$ cat src/ssc_pkg.sv
/*
  Shared constants and types of the execution block: opcodes, cycle counts,
  register indices, flag positions, reset values and carrier structs.
  Assumes a SystemVerilog tool that handles packed structs and enums.
*/
package ssc_pkg;

  // Opcodes handled by this block
  localparam logic [7:0] OP_SBC_RR = 8'h32;    // Working reg, working reg
  localparam logic [7:0] OP_SBC_RIR = 8'h33;   // Working reg, indirect working reg
  localparam logic [7:0] OP_SBC_FR = 8'h34;    // Full reg, full reg
  localparam logic [7:0] OP_SBC_FIR = 8'h35;   // Full reg, indirect full reg
  localparam logic [7:0] OP_SBC_FIM = 8'h36;   // Full reg, immediate
  localparam logic [7:0] OP_SBC_IRIM = 8'h37;  // Indirect full reg, immediate
  localparam logic [7:0] OP_FORCE_C = 8'hdf;   // Force carry high
  localparam logic [7:0] OP_ASR_R = 8'hd0;     // Shift, full reg
  localparam logic [7:0] OP_ASR_IR = 8'hd1;    // Shift, indirect full reg
  localparam logic [7:0] OP_LD_PTR = 8'h31;    // Load group pointer, immediate

  // Execution lengths in core cycles
  localparam logic [3:0] CYC_SHORT = 4'h6;
  localparam logic [3:0] CYC_LONG = 4'ha;
  localparam logic [3:0] CYC_BAD = 4'h2;

  // Upper nibble that marks a working-register operand field
  localparam logic [3:0] WREG_NIBBLE = 4'he;

  // Flag positions in the flag register
  localparam int FLG_C = 7;
  localparam int FLG_Z = 6;
  localparam int FLG_S = 5;
  localparam int FLG_V = 4;
  localparam int FLG_D = 3;
  localparam int FLG_H = 2;

  // Register indices; byte address is four times the index
  localparam logic [9:0] IDX_CTRL = 10'h0fa;
  localparam logic [9:0] IDX_STATUS = 10'h0fb;
  localparam logic [9:0] IDX_FLAGS = 10'h0fc;
  localparam logic [9:0] IDX_GRP_PTR = 10'h0fd;
  localparam logic [11:0] ADDR_CTRL = {IDX_CTRL, 2'b00};
  localparam logic [11:0] ADDR_STATUS = {IDX_STATUS, 2'b00};
  localparam logic [11:0] ADDR_FLAGS = {IDX_FLAGS, 2'b00};
  localparam logic [11:0] ADDR_GRP_PTR = {IDX_GRP_PTR, 2'b00};

  // Field positions
  localparam int CTRL_EN = 0;
  localparam int STAT_BUSY = 0;
  localparam int STAT_BAD = 1;
  localparam int STAT_OP_LO = 8;
  localparam int STAT_CNT_LO = 16;

  // Reset values
  localparam logic [7:0] RST_PTR = 8'h00;
  localparam logic [7:0] RST_FLAGS = 8'h00;
  localparam logic RST_EN = 1'b1;

  typedef enum logic {EXE_IDLE, EXE_RUN} ssc_state_t;
  typedef enum logic [1:0] {ALU_PASS, ALU_SBC, ALU_ASR} ssc_alu_op_t;

  // Request from the decoder, operands already fetched
  typedef struct packed {
    logic [7:0] opcode;
    logic [7:0] dst_field;
    logic [7:0] dst_val;
    logic [7:0] src_val;
  } ssc_req_t;

  // Write back to the register file
  typedef struct packed {
    logic en;
    logic [7:0] addr;
    logic [7:0] data;
  } ssc_wr_t;

endpackage

$ cat src/ssc_exec_top.sv
/*
  Execution block for subtract with borrow, force carry, arithmetic shift
  right and group pointer load, with flag register and an APB register port.
  Assumes the decoder resolves indirect operands and supplies their values,
  and that the register file takes one write per done pulse.
*/
// Local design decision: the APB slave port.
`timescale 1ns/1ps
module ssc_exec_top (
  input wire logic sys_clk,                 // Core clock, 50 MHz
  input wire logic rst_n,                   // Synchronous reset, active low
  input wire logic req_valid,               // Decoder offers an instruction
  output logic req_ready,                   // Block takes it this cycle
  input wire ssc_pkg::ssc_req_t req,        // Opcode, dst field and operands
  output ssc_pkg::ssc_wr_t wr,              // Result write to register file
  output logic done,                        // Instruction finished
  output logic [7:0] flags,                 // Current flag register
  output logic [7:0] grp_ptr,               // Current working group pointer
  input wire logic [11:0] paddr,            // APB address
  input wire logic psel,                    // APB select
  input wire logic penable,                 // APB enable
  input wire logic pwrite,                  // APB direction
  input wire logic [31:0] pwdata,           // APB write data
  output logic [31:0] prdata,               // APB read data
  output logic pready,                      // APB ready
  output logic pslverr                      // APB error
);

  ssc_pkg::ssc_state_t state_ff;
  ssc_pkg::ssc_req_t req_ff;
  ssc_pkg::ssc_wr_t wr_ff;
  ssc_pkg::ssc_alu_op_t alu_mode;
  logic [7:0] flags_ff;
  logic [7:0] ptr_ff;
  logic [7:0] waddr_ff;
  logic [7:0] last_op_ff;
  logic [7:0] done_cnt_ff;
  logic [7:0] alu_res;
  logic [7:0] alu_flags;
  logic [7:0] nxt_waddr;
  logic [3:0] cyc_len;
  logic [31:0] rd_mux;
  logic [31:0] prdata_ff;
  logic en_ff;
  logic bad_ff;
  logic done_ff;
  logic pslverr_ff;
  logic accept;
  logic t_busy;
  logic t_expire;
  logic op_known;
  logic is_sbc;
  logic is_asr;
  logic apb_setup;
  logic apb_wr;
  logic addr_hit;

  // Opcode classes of the captured instruction
  function automatic logic sbc_op(input logic [7:0] op);
    sbc_op = (op == ssc_pkg::OP_SBC_RR) || (op == ssc_pkg::OP_SBC_RIR) ||
             (op == ssc_pkg::OP_SBC_FR) || (op == ssc_pkg::OP_SBC_FIR) ||
             (op == ssc_pkg::OP_SBC_FIM) || (op == ssc_pkg::OP_SBC_IRIM);
  endfunction

  function automatic logic asr_op(input logic [7:0] op);
    asr_op = (op == ssc_pkg::OP_ASR_R) || (op == ssc_pkg::OP_ASR_IR);
  endfunction

  // Instruction handshake
  assign accept = req_valid && req_ready;
  assign req_ready = (state_ff == ssc_pkg::EXE_IDLE) && en_ff;
  assign op_known = sbc_op(req.opcode) || asr_op(req.opcode) ||
                    (req.opcode == ssc_pkg::OP_FORCE_C) || (req.opcode == ssc_pkg::OP_LD_PTR);

  // Execution length per opcode
  always_comb begin
    cyc_len = ssc_pkg::CYC_BAD;
    if ((req.opcode == ssc_pkg::OP_SBC_RR) || (req.opcode == ssc_pkg::OP_SBC_RIR)) begin
      cyc_len = ssc_pkg::CYC_SHORT;
    end else if (sbc_op(req.opcode)) begin
      cyc_len = ssc_pkg::CYC_LONG;
    end else if (req.opcode == ssc_pkg::OP_FORCE_C) begin
      cyc_len = ssc_pkg::CYC_SHORT;
    end else if (asr_op(req.opcode)) begin
      cyc_len = ssc_pkg::CYC_SHORT;
    end else if (req.opcode == ssc_pkg::OP_LD_PTR) begin
      cyc_len = ssc_pkg::CYC_SHORT;
    end
  end

  // Destination address, working-register fields folded into the group
  always_comb begin
    nxt_waddr = req.dst_field;
    if ((req.opcode == ssc_pkg::OP_SBC_RR) || (req.opcode == ssc_pkg::OP_SBC_RIR)) begin
      nxt_waddr = {ptr_ff[7:4], req.dst_field[3:0]};
    end else if ((req.opcode == ssc_pkg::OP_SBC_FR) || (req.opcode == ssc_pkg::OP_SBC_FIR) ||
                 (req.opcode == ssc_pkg::OP_SBC_FIM) || (req.opcode == ssc_pkg::OP_ASR_R)) begin
      if (req.dst_field[7:4] == ssc_pkg::WREG_NIBBLE) begin
        nxt_waddr = {ptr_ff[7:4], req.dst_field[3:0]};
      end
    end
  end

  ssc_cycle_timer u_timer (
    .sys_clk(sys_clk),
    .rst_n(rst_n),
    .load(accept),
    .load_val(cyc_len - 4'h1),
    .busy(t_busy),
    .expire(t_expire)
  );

  // Run state follows the timer
  always_ff @(posedge sys_clk) begin
    if (!rst_n) begin
      state_ff <= ssc_pkg::EXE_IDLE;
    end else if (accept) begin
      state_ff <= ssc_pkg::EXE_RUN;
    end else if (t_expire) begin
      state_ff <= ssc_pkg::EXE_IDLE;
    end
  end

  // Capture operands and target at acceptance
  always_ff @(posedge sys_clk) begin
    if (!rst_n) begin
      req_ff <= '0;
      waddr_ff <= 8'h00;
    end else if (accept) begin
      req_ff <= req;
      waddr_ff <= nxt_waddr;
    end
  end

  assign is_sbc = sbc_op(req_ff.opcode);
  assign is_asr = asr_op(req_ff.opcode);

  always_comb begin
    alu_mode = ssc_pkg::ALU_PASS;
    if (is_sbc) begin
      alu_mode = ssc_pkg::ALU_SBC;
    end else if (is_asr) begin
      alu_mode = ssc_pkg::ALU_ASR;
    end
  end

  ssc_alu u_alu (
    .mode(alu_mode),
    .a_in(req_ff.dst_val),
    .b_in(req_ff.src_val),
    .flags_in(flags_ff),
    .res_out(alu_res),
    .flags_out(alu_flags)
  );

  // Write back only the destination, on the last cycle
  always_ff @(posedge sys_clk) begin
    if (!rst_n) begin
      wr_ff <= '0;
    end else if (t_expire && (is_sbc || is_asr)) begin
      wr_ff.en <= 1'b1;
      wr_ff.addr <= waddr_ff;
      wr_ff.data <= alu_res;
    end else begin
      wr_ff.en <= 1'b0;
    end
  end

  // Done pulse and completion counter
  always_ff @(posedge sys_clk) begin
    if (!rst_n) begin
      done_ff <= 1'b0;
      done_cnt_ff <= 8'h00;
      last_op_ff <= 8'h00;
    end else begin
      done_ff <= t_expire;
      if (t_expire) begin
        done_cnt_ff <= done_cnt_ff + 8'h01;
        last_op_ff <= req_ff.opcode;
      end
    end
  end

  // Flags: instruction update wins over a software write
  always_ff @(posedge sys_clk) begin
    if (!rst_n) begin
      flags_ff <= ssc_pkg::RST_FLAGS;
    end else if (t_expire && (is_sbc || is_asr)) begin
      flags_ff <= alu_flags;
    end else if (t_expire && (req_ff.opcode == ssc_pkg::OP_FORCE_C)) begin
      flags_ff[ssc_pkg::FLG_C] <= 1'b1;
    end else if (apb_wr && (paddr == ssc_pkg::ADDR_FLAGS)) begin
      flags_ff <= pwdata[7:0];
    end
  end

  // Group pointer: instruction load wins over a software write
  always_ff @(posedge sys_clk) begin
    if (!rst_n) begin
      ptr_ff <= ssc_pkg::RST_PTR;
    end else if (t_expire && (req_ff.opcode == ssc_pkg::OP_LD_PTR)) begin
      ptr_ff <= {req_ff.src_val[7:4], 4'h0};
    end else if (apb_wr && (paddr == ssc_pkg::ADDR_GRP_PTR)) begin
      ptr_ff <= {pwdata[7:4], 4'h0};
    end
  end

  // Control enable and sticky bad-opcode flag; a new set beats a clear
  always_ff @(posedge sys_clk) begin
    if (!rst_n) begin
      en_ff <= ssc_pkg::RST_EN;
      bad_ff <= 1'b0;
    end else begin
      if (apb_wr && (paddr == ssc_pkg::ADDR_CTRL)) begin
        en_ff <= pwdata[ssc_pkg::CTRL_EN];
      end
      if (accept && !op_known) begin
        bad_ff <= 1'b1;
      end else if (apb_wr && (paddr == ssc_pkg::ADDR_STATUS) && pwdata[ssc_pkg::STAT_BAD]) begin
        bad_ff <= 1'b0;
      end
    end
  end

  // APB phases; the slave never waits
  assign apb_setup = psel && !penable;
  assign apb_wr = psel && penable && pwrite;
  assign addr_hit = (paddr == ssc_pkg::ADDR_CTRL) || (paddr == ssc_pkg::ADDR_STATUS) ||
                    (paddr == ssc_pkg::ADDR_FLAGS) || (paddr == ssc_pkg::ADDR_GRP_PTR);

  // Read mux
  always_comb begin
    rd_mux = 32'h0000_0000;
    if (paddr == ssc_pkg::ADDR_CTRL) begin
      rd_mux[ssc_pkg::CTRL_EN] = en_ff;
    end else if (paddr == ssc_pkg::ADDR_STATUS) begin
      rd_mux[ssc_pkg::STAT_BUSY] = t_busy;
      rd_mux[ssc_pkg::STAT_BAD] = bad_ff;
      rd_mux[ssc_pkg::STAT_OP_LO +: 8] = last_op_ff;
      rd_mux[ssc_pkg::STAT_CNT_LO +: 8] = done_cnt_ff;
    end else if (paddr == ssc_pkg::ADDR_FLAGS) begin
      rd_mux[7:0] = flags_ff;
    end else if (paddr == ssc_pkg::ADDR_GRP_PTR) begin
      rd_mux[7:0] = ptr_ff;
    end
  end

  // Read data and error registered in the setup cycle
  always_ff @(posedge sys_clk) begin
    if (!rst_n) begin
      prdata_ff <= 32'h0000_0000;
      pslverr_ff <= 1'b0;
    end else if (apb_setup) begin
      prdata_ff <= pwrite ? 32'h0000_0000 : rd_mux;
      pslverr_ff <= !addr_hit;
    end
  end

  assign prdata = prdata_ff;
  assign pslverr = pslverr_ff && psel && penable;
  assign pready = 1'b1;
  assign wr = wr_ff;
  assign done = done_ff;
  assign flags = flags_ff;
  assign grp_ptr = ptr_ff;
endmodule

$ cat src/ssc_alu.sv
/*
  Combinational operand path: subtract with borrow by complement addition,
  arithmetic shift right, or pass-through, with the flag results.
  Assumes operands and carry are stable for the cycle they are read.
*/
`timescale 1ns/1ps
module ssc_alu (
  input wire ssc_pkg::ssc_alu_op_t mode,  // Operation select
  input wire logic [7:0] a_in,            // Destination value
  input wire logic [7:0] b_in,            // Source value
  input wire logic [7:0] flags_in,        // Flags before the operation
  output logic [7:0] res_out,             // Result byte
  output logic [7:0] flags_out            // Flags after the operation
);

  logic [4:0] lo_sum;
  logic [8:0] full_sum;
  logic borrow_in;

  // Complement addition; carry in is the inverted borrow
  assign borrow_in = ~flags_in[ssc_pkg::FLG_C];
  assign lo_sum = {1'b0, a_in[3:0]} + {1'b0, ~b_in[3:0]} + {4'h0, borrow_in};
  assign full_sum = {1'b0, a_in} + {1'b0, ~b_in} + {8'h00, borrow_in};

  // Result and flag selection
  always_comb begin
    res_out = a_in;
    flags_out = flags_in;
    case (mode)
      ssc_pkg::ALU_SBC: begin
        res_out = full_sum[7:0];
        flags_out[ssc_pkg::FLG_C] = ~full_sum[8];
        flags_out[ssc_pkg::FLG_Z] = (full_sum[7:0] == 8'h00);
        flags_out[ssc_pkg::FLG_S] = full_sum[7];
        flags_out[ssc_pkg::FLG_V] = (a_in[7] ^ b_in[7]) & (full_sum[7] == b_in[7]);
        flags_out[ssc_pkg::FLG_H] = ~lo_sum[4];
        flags_out[ssc_pkg::FLG_D] = 1'b1;
      end
      ssc_pkg::ALU_ASR: begin
        res_out = {a_in[7], a_in[7:1]};
        flags_out[ssc_pkg::FLG_C] = a_in[0];
        flags_out[ssc_pkg::FLG_Z] = ({a_in[7], a_in[7:1]} == 8'h00);
        flags_out[ssc_pkg::FLG_S] = a_in[7];
        flags_out[ssc_pkg::FLG_V] = 1'b0;
      end
      default: begin
        res_out = a_in;
        flags_out = flags_in;
      end
    endcase
  end

endmodule

$ cat src/ssc_cycle_timer.sv
/*
  Down counter that times one instruction; expire marks its last cycle.
  Assumes load is only raised while the counter is idle.
*/
`timescale 1ns/1ps
module ssc_cycle_timer (
  input wire logic sys_clk,         // Core clock
  input wire logic rst_n,           // Synchronous reset, active low
  input wire logic load,            // Start counting
  input wire logic [3:0] load_val,  // Cycles until expire, plus one
  output logic busy,                // Counter running
  output logic expire               // Last counted cycle
);

  logic [3:0] cnt_ff;

  // Count down to zero after a load
  always_ff @(posedge sys_clk) begin
    if (!rst_n) begin
      cnt_ff <= 4'h0;
    end else if (load) begin
      cnt_ff <= load_val;
    end else if (cnt_ff != 4'h0) begin
      cnt_ff <= cnt_ff - 4'h1;
    end
  end

  assign busy = (cnt_ff != 4'h0);
  assign expire = (cnt_ff == 4'h1);

endmodule

$ cat config.mk
export PLATFORM = sky130hd
export DESIGN_NAME = ssc_exec_top
export DESIGN_NICKNAME = d
export VERILOG_FILES = /design/src/ssc_pkg.sv /design/src/ssc_exec_top.sv /design/src/ssc_alu.sv /design/src/ssc_cycle_timer.sv
export SDC_FILE = /design/constraint.sdc
export NUM_CORES = 1
export LEC_CHECK = 0
export ABC_AREA = 1
export BUFFER_PORTS_ARGS = -buffer_cell sky130_fd_sc_hd__buf_2
export CORE_MARGIN = 4
export CORE_UTILIZATION = 54
export CTS_BUF_LIST = sky130_fd_sc_hd__clkbuf_8
export DETAILED_ROUTE_END_ITERATION = 10
export GPL_TIMING_DRIVEN = 0
export PLACE_DENSITY = 0.79
export RECOVER_POWER = 50
export SLEW_MARGIN = 40
export SYNTH_ARGS = -nofsm -noshare
export SYNTH_HDL_FRONTEND = slang
export SYNTH_SLANG_ARGS = --single-unit
$ cat constraint.sdc
create_clock -name sys_clk -period 2.3 [get_ports sys_clk]
set_input_delay 0.345 -clock sys_clk [delete_from_list [all_inputs] [get_ports sys_clk]]
set_output_delay 0.345 -clock sys_clk [all_outputs]
set_load 0.03 [all_outputs]
Yosys cells after proc, flatten, opt, wreduce, memory -nomap -nowiden
Index checks and enable logic that the tools add are counted.
W data, S select, Z words.
- register bits after elaboration: 118
- latch bits: 0
- RAM bits: 0
- bits in read-only memories: 0
- output and inout port bits: 69
- memories kept: 0
- add/subtract/negate cells: 7
- multipliers: 0
- div/mod/pow operators: 0
- $lt $le $gt $ge: 0
- eq/ne operators: 32
- shift-type cells: 0
- multiplexer cells: 34
- bitwise gates (word level): 10
- reduce and logical (&&, ||, !) cells: 54
- operators by type and width (cell ; number):
    $eq A8 B6 Y1 const B ; 14
    $mux W8 ; 9
    $eq A12 B10 Y1 const B ; 4
    $eq A8 B8 Y1 const B ; 6
    $mux W24 ; 1
    $mux W23 ; 1
    $logic_or A1 B1 Y1 ; 22
    $logic_and A1 B1 Y1 ; 16
    $logic_not A8 Y1 ; 2
    $mux W16 ; 1
    $mux W4 ; 4
    $pmux W8 S2 ; 1
    $reduce_bool A2 Y1 ; 5
    $add A8 B8 Y9 ; 1
    $add A9 B1 Y9 ; 1
    $mux W3 ; 3
    $reduce_and A3 Y1 ; 3
    $add A8 B1 Y8 const B ; 1
    $mux W2 ; 4
    $not A8 Y8 ; 1
    $pmux W4 S2 ; 1
    $sub A4 B1 Y4 const B ; 2
    $mux W1 ; 7
    $mux W7 ; 1
    19 further kinds ; 26

Longest topological paths before layout
Gate-level depths: netlist of run 1.
- depth after elaboration: 12
- mapped depth: 15

Hierarchy
Synthesis of run 1 repeated with hierarchy kept, for this count alone.
- cell total of the unflattened synthesis: 849
- area, all modules: 5838.1 um^2
- by module, submodules not included (module ; instances ; cells an instance ; area each (um^2) ; sequential area each (um^2)):
    ssc_exec_top ; 1 ; 664 ; 4765.8 ; 2122.0
    ssc_alu ; 1 ; 142 ; 782.0 ; 0.0
    ssc_cycle_timer ; 1 ; 43 ; 290.3 ; 80.1

Worst setup path before layout of run 1
OpenSTA, ideal clock, no wires.
- kind: reg-to-reg
- start: register flags_ff[7] (netlist: flags[7])
- end: register flags_ff[6] (netlist: flags[6])
- setup time: 0.058 ns
- data arrival time: 1.910 ns
- path slack: 0.332 ns
- stages on the path, launching flop included: 13
- buffers on the path: 0
- path through: dfxtp_1 -> fa_1 -> inv_1 -> fa_1 -> nor2_1 -> nand2_1 -> nor2_1 -> nand3_1 -> nor2_1 -> nand3_1 -> nand2_1 -> nand2_1 -> nand2_1
- word-level cells in the longest chain between the ends: 5
- RTL lines (item ; line ; RTL):
    start: declaration ; ssc_exec_top.sv:33 ; logic [7:0] flags_ff;
    start signal: assignment ; ssc_exec_top.sv:187 ; flags_ff <= ssc_pkg::RST_FLAGS;
    start signal: assignment ; ssc_exec_top.sv:189 ; flags_ff <= alu_flags;
    start signal: assignment ; ssc_exec_top.sv:193 ; flags_ff <= pwdata[7:0];
    $not A1 Y1 ; ssc_alu.sv:21 ; assign borrow_in = ~flags_in[ssc_pkg::FLG_C];
    $add A9 B1 Y9 ; ssc_alu.sv:23 ; assign full_sum = {1'b0, a_in} + {1'b0, ~b_in} + {8'h00, borrow_in};
    $logic_not A8 Y1 ; ssc_alu.sv:33 ; flags_out[ssc_pkg::FLG_Z] = (full_sum[7:0] == 8'h00);
    $pmux W4 S2 ; ssc_alu.sv:29 ; case (mode)
    $mux W8 ; ssc_exec_top.sv:188 ; end else if (t_expire && (is_sbc || is_asr)) begin
Every way passes these cells.
A chain may end at the register's enable or synchronous reset.

Final worst setup path of run 1
Ends and elaborated chain as after synthesis.

==> results of run 1 <==
-- state kept, by name (all words and copies together) (netlist names) --
| register | count |
|---|---|
| en_ff | 1 |
| done_cnt_ff | 8 |
| wr | 17 |
| u_timer.cnt_ff | 4 |
| done | 1 |
| flags | 8 |
| grp_ptr | 4 |
| req_ff | 24 |
| state_ff | 1 |
| bad_ff | 1 |
| prdata | 24 |
| waddr_ff | 8 |
| last_op_ff | 8 |
| pslverr_ff | 1 |
-- final timing paths --
kind / slack [ns] / start / end / cells past startpoint
setup / recovery: 0.16 / flags[7] / flags[6] / 14
hold / removal: 0.20 / req[16] / waddr_ff[0] / 3
setup reg to reg: 0.16 / flags[7] / flags[6] / 14
hold reg to reg: 0.47 / last_op_ff[7] / prdata[15] / 2
-- through the flow --
step,instance area [um^2],setup slack [ns]
finish,6360,0.159
global route,6360,0.0159
CTS,6460,0.106
detailed placement,6270,0.120
global placement,6270,0.138
floorplan,5540,0.332
-- metal layers --
layer,part of all wire,vias to the layer above,routed length (um),global-route usage
li1,-,2724,-,-
met1,0.45,2517,7140,0.368
met2,0.45,214,7190,0.441
met3,0.075,30,1190,0.0432
met4,0.023,0,366,0.106
met5,0,-,0,0
-- power groups by stage --
stage / clock [uW] / combinational (uW) / sequential [uW]
3_5_place_dp: 0 / 892 / 2160
2_1_floorplan: 0 / 631 / 2150
6_report: 1160 / 911 / 2120
4_1_cts: 1170 / 896 / 2120
3_3_place_gp: 0 / 866 / 2160
5_1_grt: 1250 / 1010 / 2140
-- kinds of logic (layout without fill, tap and decap cells) --
kind of cell	after synthesis	count (layout)	share of synthesized area
buf+inv	119	248	0.0985
other cells	2	13	0.00137
simple gates	370	370	0.316
compound gates	147	147	0.146
flops	110	110	0.400
xor+xnor	3	3	0.00478
fa+ha+maj	13	13	0.0323
-- cell usage after synthesis (all sizes together) (11+ instances only) --
library cell / n / share of area
clkbuf: 16 / 0.011
nor3: 18 / 0.021
ha: 11 / 0.025
inv: 79 / 0.054
nor2: 88 / 0.069
nand2: 194 / 0.14
a21oi: 82 / 0.081
o21ai: 52 / 0.047
nand4: 11 / 0.019
nand3: 46 / 0.044
dfxtp: 110 / 0.40
buf: 24 / 0.033
-- final cells by class --
cell class                 count  area (um^2)  area share
sequential                   110         2200       0.347
clock inverter                 7         62.6     0.00984
tap                          133          166      0.0262
timing repair buffer         113          493      0.0775
inverter                      79          299      0.0470
buffer                        40          243      0.0382
clock buffer                   9          124      0.0195
multi-input combinational    546         2770       0.435
-- worst reg2reg max path, cell delays in order (launching register included) --
cell and delay [ns]:
dfxtp_2 0.44, fa_1 0.21, inv_2 0.06, fa_1 0.43, nand2_1 0.12, nand2_1 0.12, nand2_1 0.11, nand2_1 0.08
nand2_1 0.08, nand3_2 0.10, nor2_2 0.12, nand3_1 0.07, nand2_1 0.06, nand2_1 0.05, nand2_1 0.05
-- repair_timing --
action,CTS,global route
hold buffers,0,0
resized for setup,0,6
hold endpoints to repair,0,0
setup endpoints to repair,0,1
==> impl_metrics.yaml, run 1 <==
outcome:
  status: "finished clean"
clocking:
  clk_path_buf_depth: 2
  htreeDepth: 3
  clock_sinks: 110
  post_cts_buffers: 0
  cts_tree: "done"
  path_clk_slew_ns: 0.11
  cts_buffers: 9
  cts_root_buf: "clkbuf_8"
  clkLatencyLatePin_ns: 0.39
placed_design:
  dpl.hpwl_um: 12500
  port_buffers: 113
  placedCellCount: 1021
  gp_congestion: 0.947
setup_path:
  crit_type: "register to register"
  slowest_stage: "dfxtp_2"
  critPathMostFrequentCell: "nand2_1"
  crit_path_cell_trace: "fa_1 -> inv_2 -> fa_1 -> nand2_1 -> nand2_1 -> nand2_1 -> nand2_1 -> nand2_1 -> nand3_2 -> nor2_2 -> nand3_1 -> nand2_1 -> nand2_1 -> nand2_1"
  cp.required_ns: 2.63
  critPathCaptureType: "register"
  crit_path_max_incr_delay_ns: 0.44
  cp_max_fo: 4
  crit_arrival_ns: 2.47
  cp-start-kind: "register"
  path_delay_family: "simple AND/OR/NAND/NOR gates"
  crit_buf_inv: 1
worst_hold_path:
  hold_path_class: "primary input to register"
logic_synthesis:
  ys_seq_elements: 110
  seq_area_frac_synth: 0.400
  ys_warn_count: 0
  ys_async_sr_fraction: 0
  syn_area_um2: 5500
  synth_edf_count: 0
  synth.distinct_cells: 44
  syn_avg_cell_area_um2: 7.20
  synth_top_flop_cell: "dfxtp_1"
  synthCells: 764
timing:
  setup_violations: 0
  period_minus_slack_ns: 2.14
  skew_ns: 0.0115
  report.final.hold_viol_count: 0
  rsz0062_at_grt: "no"
  worst_slew_pin_slew_ns: 0.931
  relSlewSlack: 0.378
  timing.setup.tns_ns: 0
  slew_viol_final: 0
  max_freq_ghz: 0.467
  post-route-period-util: 0.931
  hold_slack_ns: 0.197
final_layout:
  nets: 994
  post-route-util: 0.644
  area_delta_synth_final_pct: 15.6
  fill_cells: 959
  insertedDiodeCount: 0
  mostFrequentLayoutCell: "nand2_1"
  final-instance-count-excl-fill: 1037
  final_cell_mix: "nand2_1 (184), dfxtp_1 (109), nor2_1 (80), clkbuf_1 (75), a21oi_1 (75)"
  drive_above_1_share: 0.149
floorplanning:
  io-pin-count: 151
  die-area_um2: 11900
  rows: 36
  fp.dieW_um: 109
  start_util: 0.558
  die_h_um: 109
  core_um2: 9860
power_and_ir_drop:
  power_frac_comb: 0.217
  p_clk_frac: 0.276
  p_per_area_nw_per_um2: 659
  internal_power_uw: 2750
  p_seq_frac: 0.506
  p_total_uw: 4190
  power.net_switching_uw: 1430
  irDropWorstVdd_mv: 0.384
  switching_share: 0.342
  leakagePower_uw: 0.00287
global_route:
  grt_util_all_layers: 0.274
  antenna_found_initial: 0
  grt_max_degree: 21
  grt_overflow: 0
  grt_pass1_wl_um: 25300
  grt_pass1_vias: 5124
drt:
  vias_per_cell: 5.29
  wl_um: 15900
  drt_iter0_markers: 349
  first_pass_iters: 5
  drc_errors: 0
  wl_per_cell_um: 15.3
  num_vias: 5485
  ant_nets: 0
run:
  drv_cap: 0
No activity file was read; power rests on OpenSTA's default activity.
==> run 2: changes to the inputs <==
==> constraint.sdc (replaced) <==
create_clock -name sys_clk -period 2.3 [get_ports sys_clk]
set_input_delay 0.115 -clock sys_clk [delete_from_list [all_inputs] [get_ports sys_clk]]
set_output_delay 0.115 -clock sys_clk [all_outputs]
set_load 0.03 [all_outputs]
==> run 2 against run 1 <==
Compared with the run above:
- first-iteration DRC count up 17%
- worst hold slack worse by 0.19 ns
- global-route usage up 0.39 points
- final cell count up 0.96%
- routed wire length up 1.3%
- via count up 1.6%
- sequential share of layout area down 0.46 points
- clock power about the same
- cell area up 1.3%
- critical path type unchanged
- critical endpoint unchanged
==> impl_metrics.yaml, run 2 (synthesis results as in run 1) <==
power_and_ir_drop:
  irDropWorstVdd_mv: 0.385
  p_seq_frac: 0.505
  switching_share: 0.342
  internal_power_uw: 2760
  power_frac_comb: 0.220
  leakagePower_uw: 0.00291
  p_per_area_nw_per_um2: 652
  power.net_switching_uw: 1440
  p_clk_frac: 0.276
clocking:
  htreeDepth: 3
  cts_root_buf: "clkbuf_8"
  cts_tree: "done"
  clock_sinks: 110
  clkLatencyLatePin_ns: 0.39
  post_cts_buffers: 0
  clk_path_buf_depth: 2
  cts_buffers: 9
  path_clk_slew_ns: 0.11
placed_design:
  gp_congestion: 0.947
  post-place-ws_ns: 0.120
  port_buffers: 113
  placed_cell_area_um2: 6270
  dpl.hpwl_um: 12500
  placedCellCount: 1021
global_route:
  grt_pass1_vias: 5193
  grt_max_degree: 21
  grt_pass1_wl_um: 25700
  antenna_found_initial: 0
  grt_overflow: 0
  grt_util_all_layers: 0.278
setup_path:
  crit_type: "register to register"
  crit_arrival_ns: 2.46
  critPathCaptureType: "register"
  cp_max_fo: 4
  cp-start-kind: "register"
  cp.required_ns: 2.63
final_layout:
  drive_above_1_share: 0.147
  ff_latch_area_um2: 2200
  mostFrequentLayoutCell: "nand2_1"
  insertedDiodeCount: 0
  area_delta_synth_final_pct: 17.1
  final_area_um2: 6440
  final_cell_mix: "nand2_1 (179), dfxtp_1 (109), nor2_1 (80), a21oi_1 (79), clkbuf_1 (77)"
  multi_input_area_um2: 2760
  fill_cells: 942
  nets: 1004
  final-instance-count-excl-fill: 1047
drt:
  first_pass_iters: 5
  ant_nets: 0
  wl_per_cell_um: 15.4
  wl_um: 16100
  drc_errors: 0
  drt_iter0_markers: 409
  num_vias: 5575
  vias_per_cell: 5.32
floorplanning:
  die-area_um2: 11900
  start_util: 0.558
  fp.dieW_um: 109
  io-pin-count: 151
  rows: 36
  die_h_um: 109
  core_um2: 9860
timing:
  report.final.hold_viol_count: 0
  worst_slew_pin_slew_ns: 0.770
  relSlewSlack: 0.485
  skew_ns: 0.0118
  timing.setup.tns_ns: 0
  fin_ws_ns: 0.169
  max_freq_ghz: 0.469
  setup_violations: 0
  hold_slack_ns: 0.0105
  rsz0062_at_grt: "no"
  slew_viol_final: 0
  post-route-period-util: 0.926
  period_minus_slack_ns: 2.13
outcome:
  status: "finished clean"
run:
  drv_cap: 0
worst_hold_path:
  hold_path_class: "primary input to register"
[run 2: cell count changes in the layout (fill, tap and decap cells not counted), sizes merged]
cell and change:
clkbuf +2, dlygate4sd3 +10, buf -2
[run 2: per-stage QoR]
stage               total power (uW)  utilization
global placement                3020        0.636
finish                          4200        0.653
detailed placement              3050        0.636
global route                    4420        0.653
CTS                             4190        0.665
floorplan                       2780            -
[run 2: layout make-up]
cell class                      instances  area share
Timing Repair Buffer                  123      0.0919
Clock inverter                          7     0.00971
Clock buffer                            9      0.0192
Sequential cell                       110       0.342
Multi-Input combinational cell        546       0.429
Buffer                                 40      0.0359
Inverter                               79      0.0464
Tap cell                              133      0.0258
[run 2: final timing paths]
kind                            cells past startpoint  slack [ns]     startpoint    endpoint
worst max register to register                     14        0.17       flags[7]    flags[6]
worst min-delay path                                3        0.01         req[5]   req_ff[5]
worst max-delay path                               14        0.17       flags[7]    flags[6]
worst min register to register                      2        0.47  last_op_ff[7]  prdata[15]
[run 2: what timing repair did]
action / CTS / global route
hold buffers: 10 / 0
endpoints found under the setup margin: 0 / 1
endpoints found under the hold margin: 10 / 0
gates resized for setup: 0 / 6
[run 2: critical path, cell delays in order, from the launching register on]
cell,delay (ns)
dfxtp_2,0.44
fa_1,0.21
inv_2,0.06
fa_1,0.43
nand2_1,0.11
nand2_1,0.11
nand2_1,0.11
nand2_1,0.07
nand2_1,0.08
nand3_2,0.10
nor2_2,0.12
nand3_1,0.07
nand2_1,0.06
nand2_1,0.05
nand2_1,0.05
[run 2: routing by layer]
metal	wire (um)	vias to the layer above	track usage
met2	7400	248	0.452
met5	0	-	0
met1	7030	2545	0.370
met3	1300	32	0.0438
met4	360	0	0.106
li1	-	2750	-
[run 2: power groups by stage]
stage	Sequential, uW	Clock (uW)	Combinational (uW)
2_1_floorplan	2150	0	631
3_3_place_gp	2160	0	866
3_5_place_dp	2160	0	892
4_1_cts	2120	1170	909
5_1_grt	2140	1250	1030
6_report	2120	1160	923
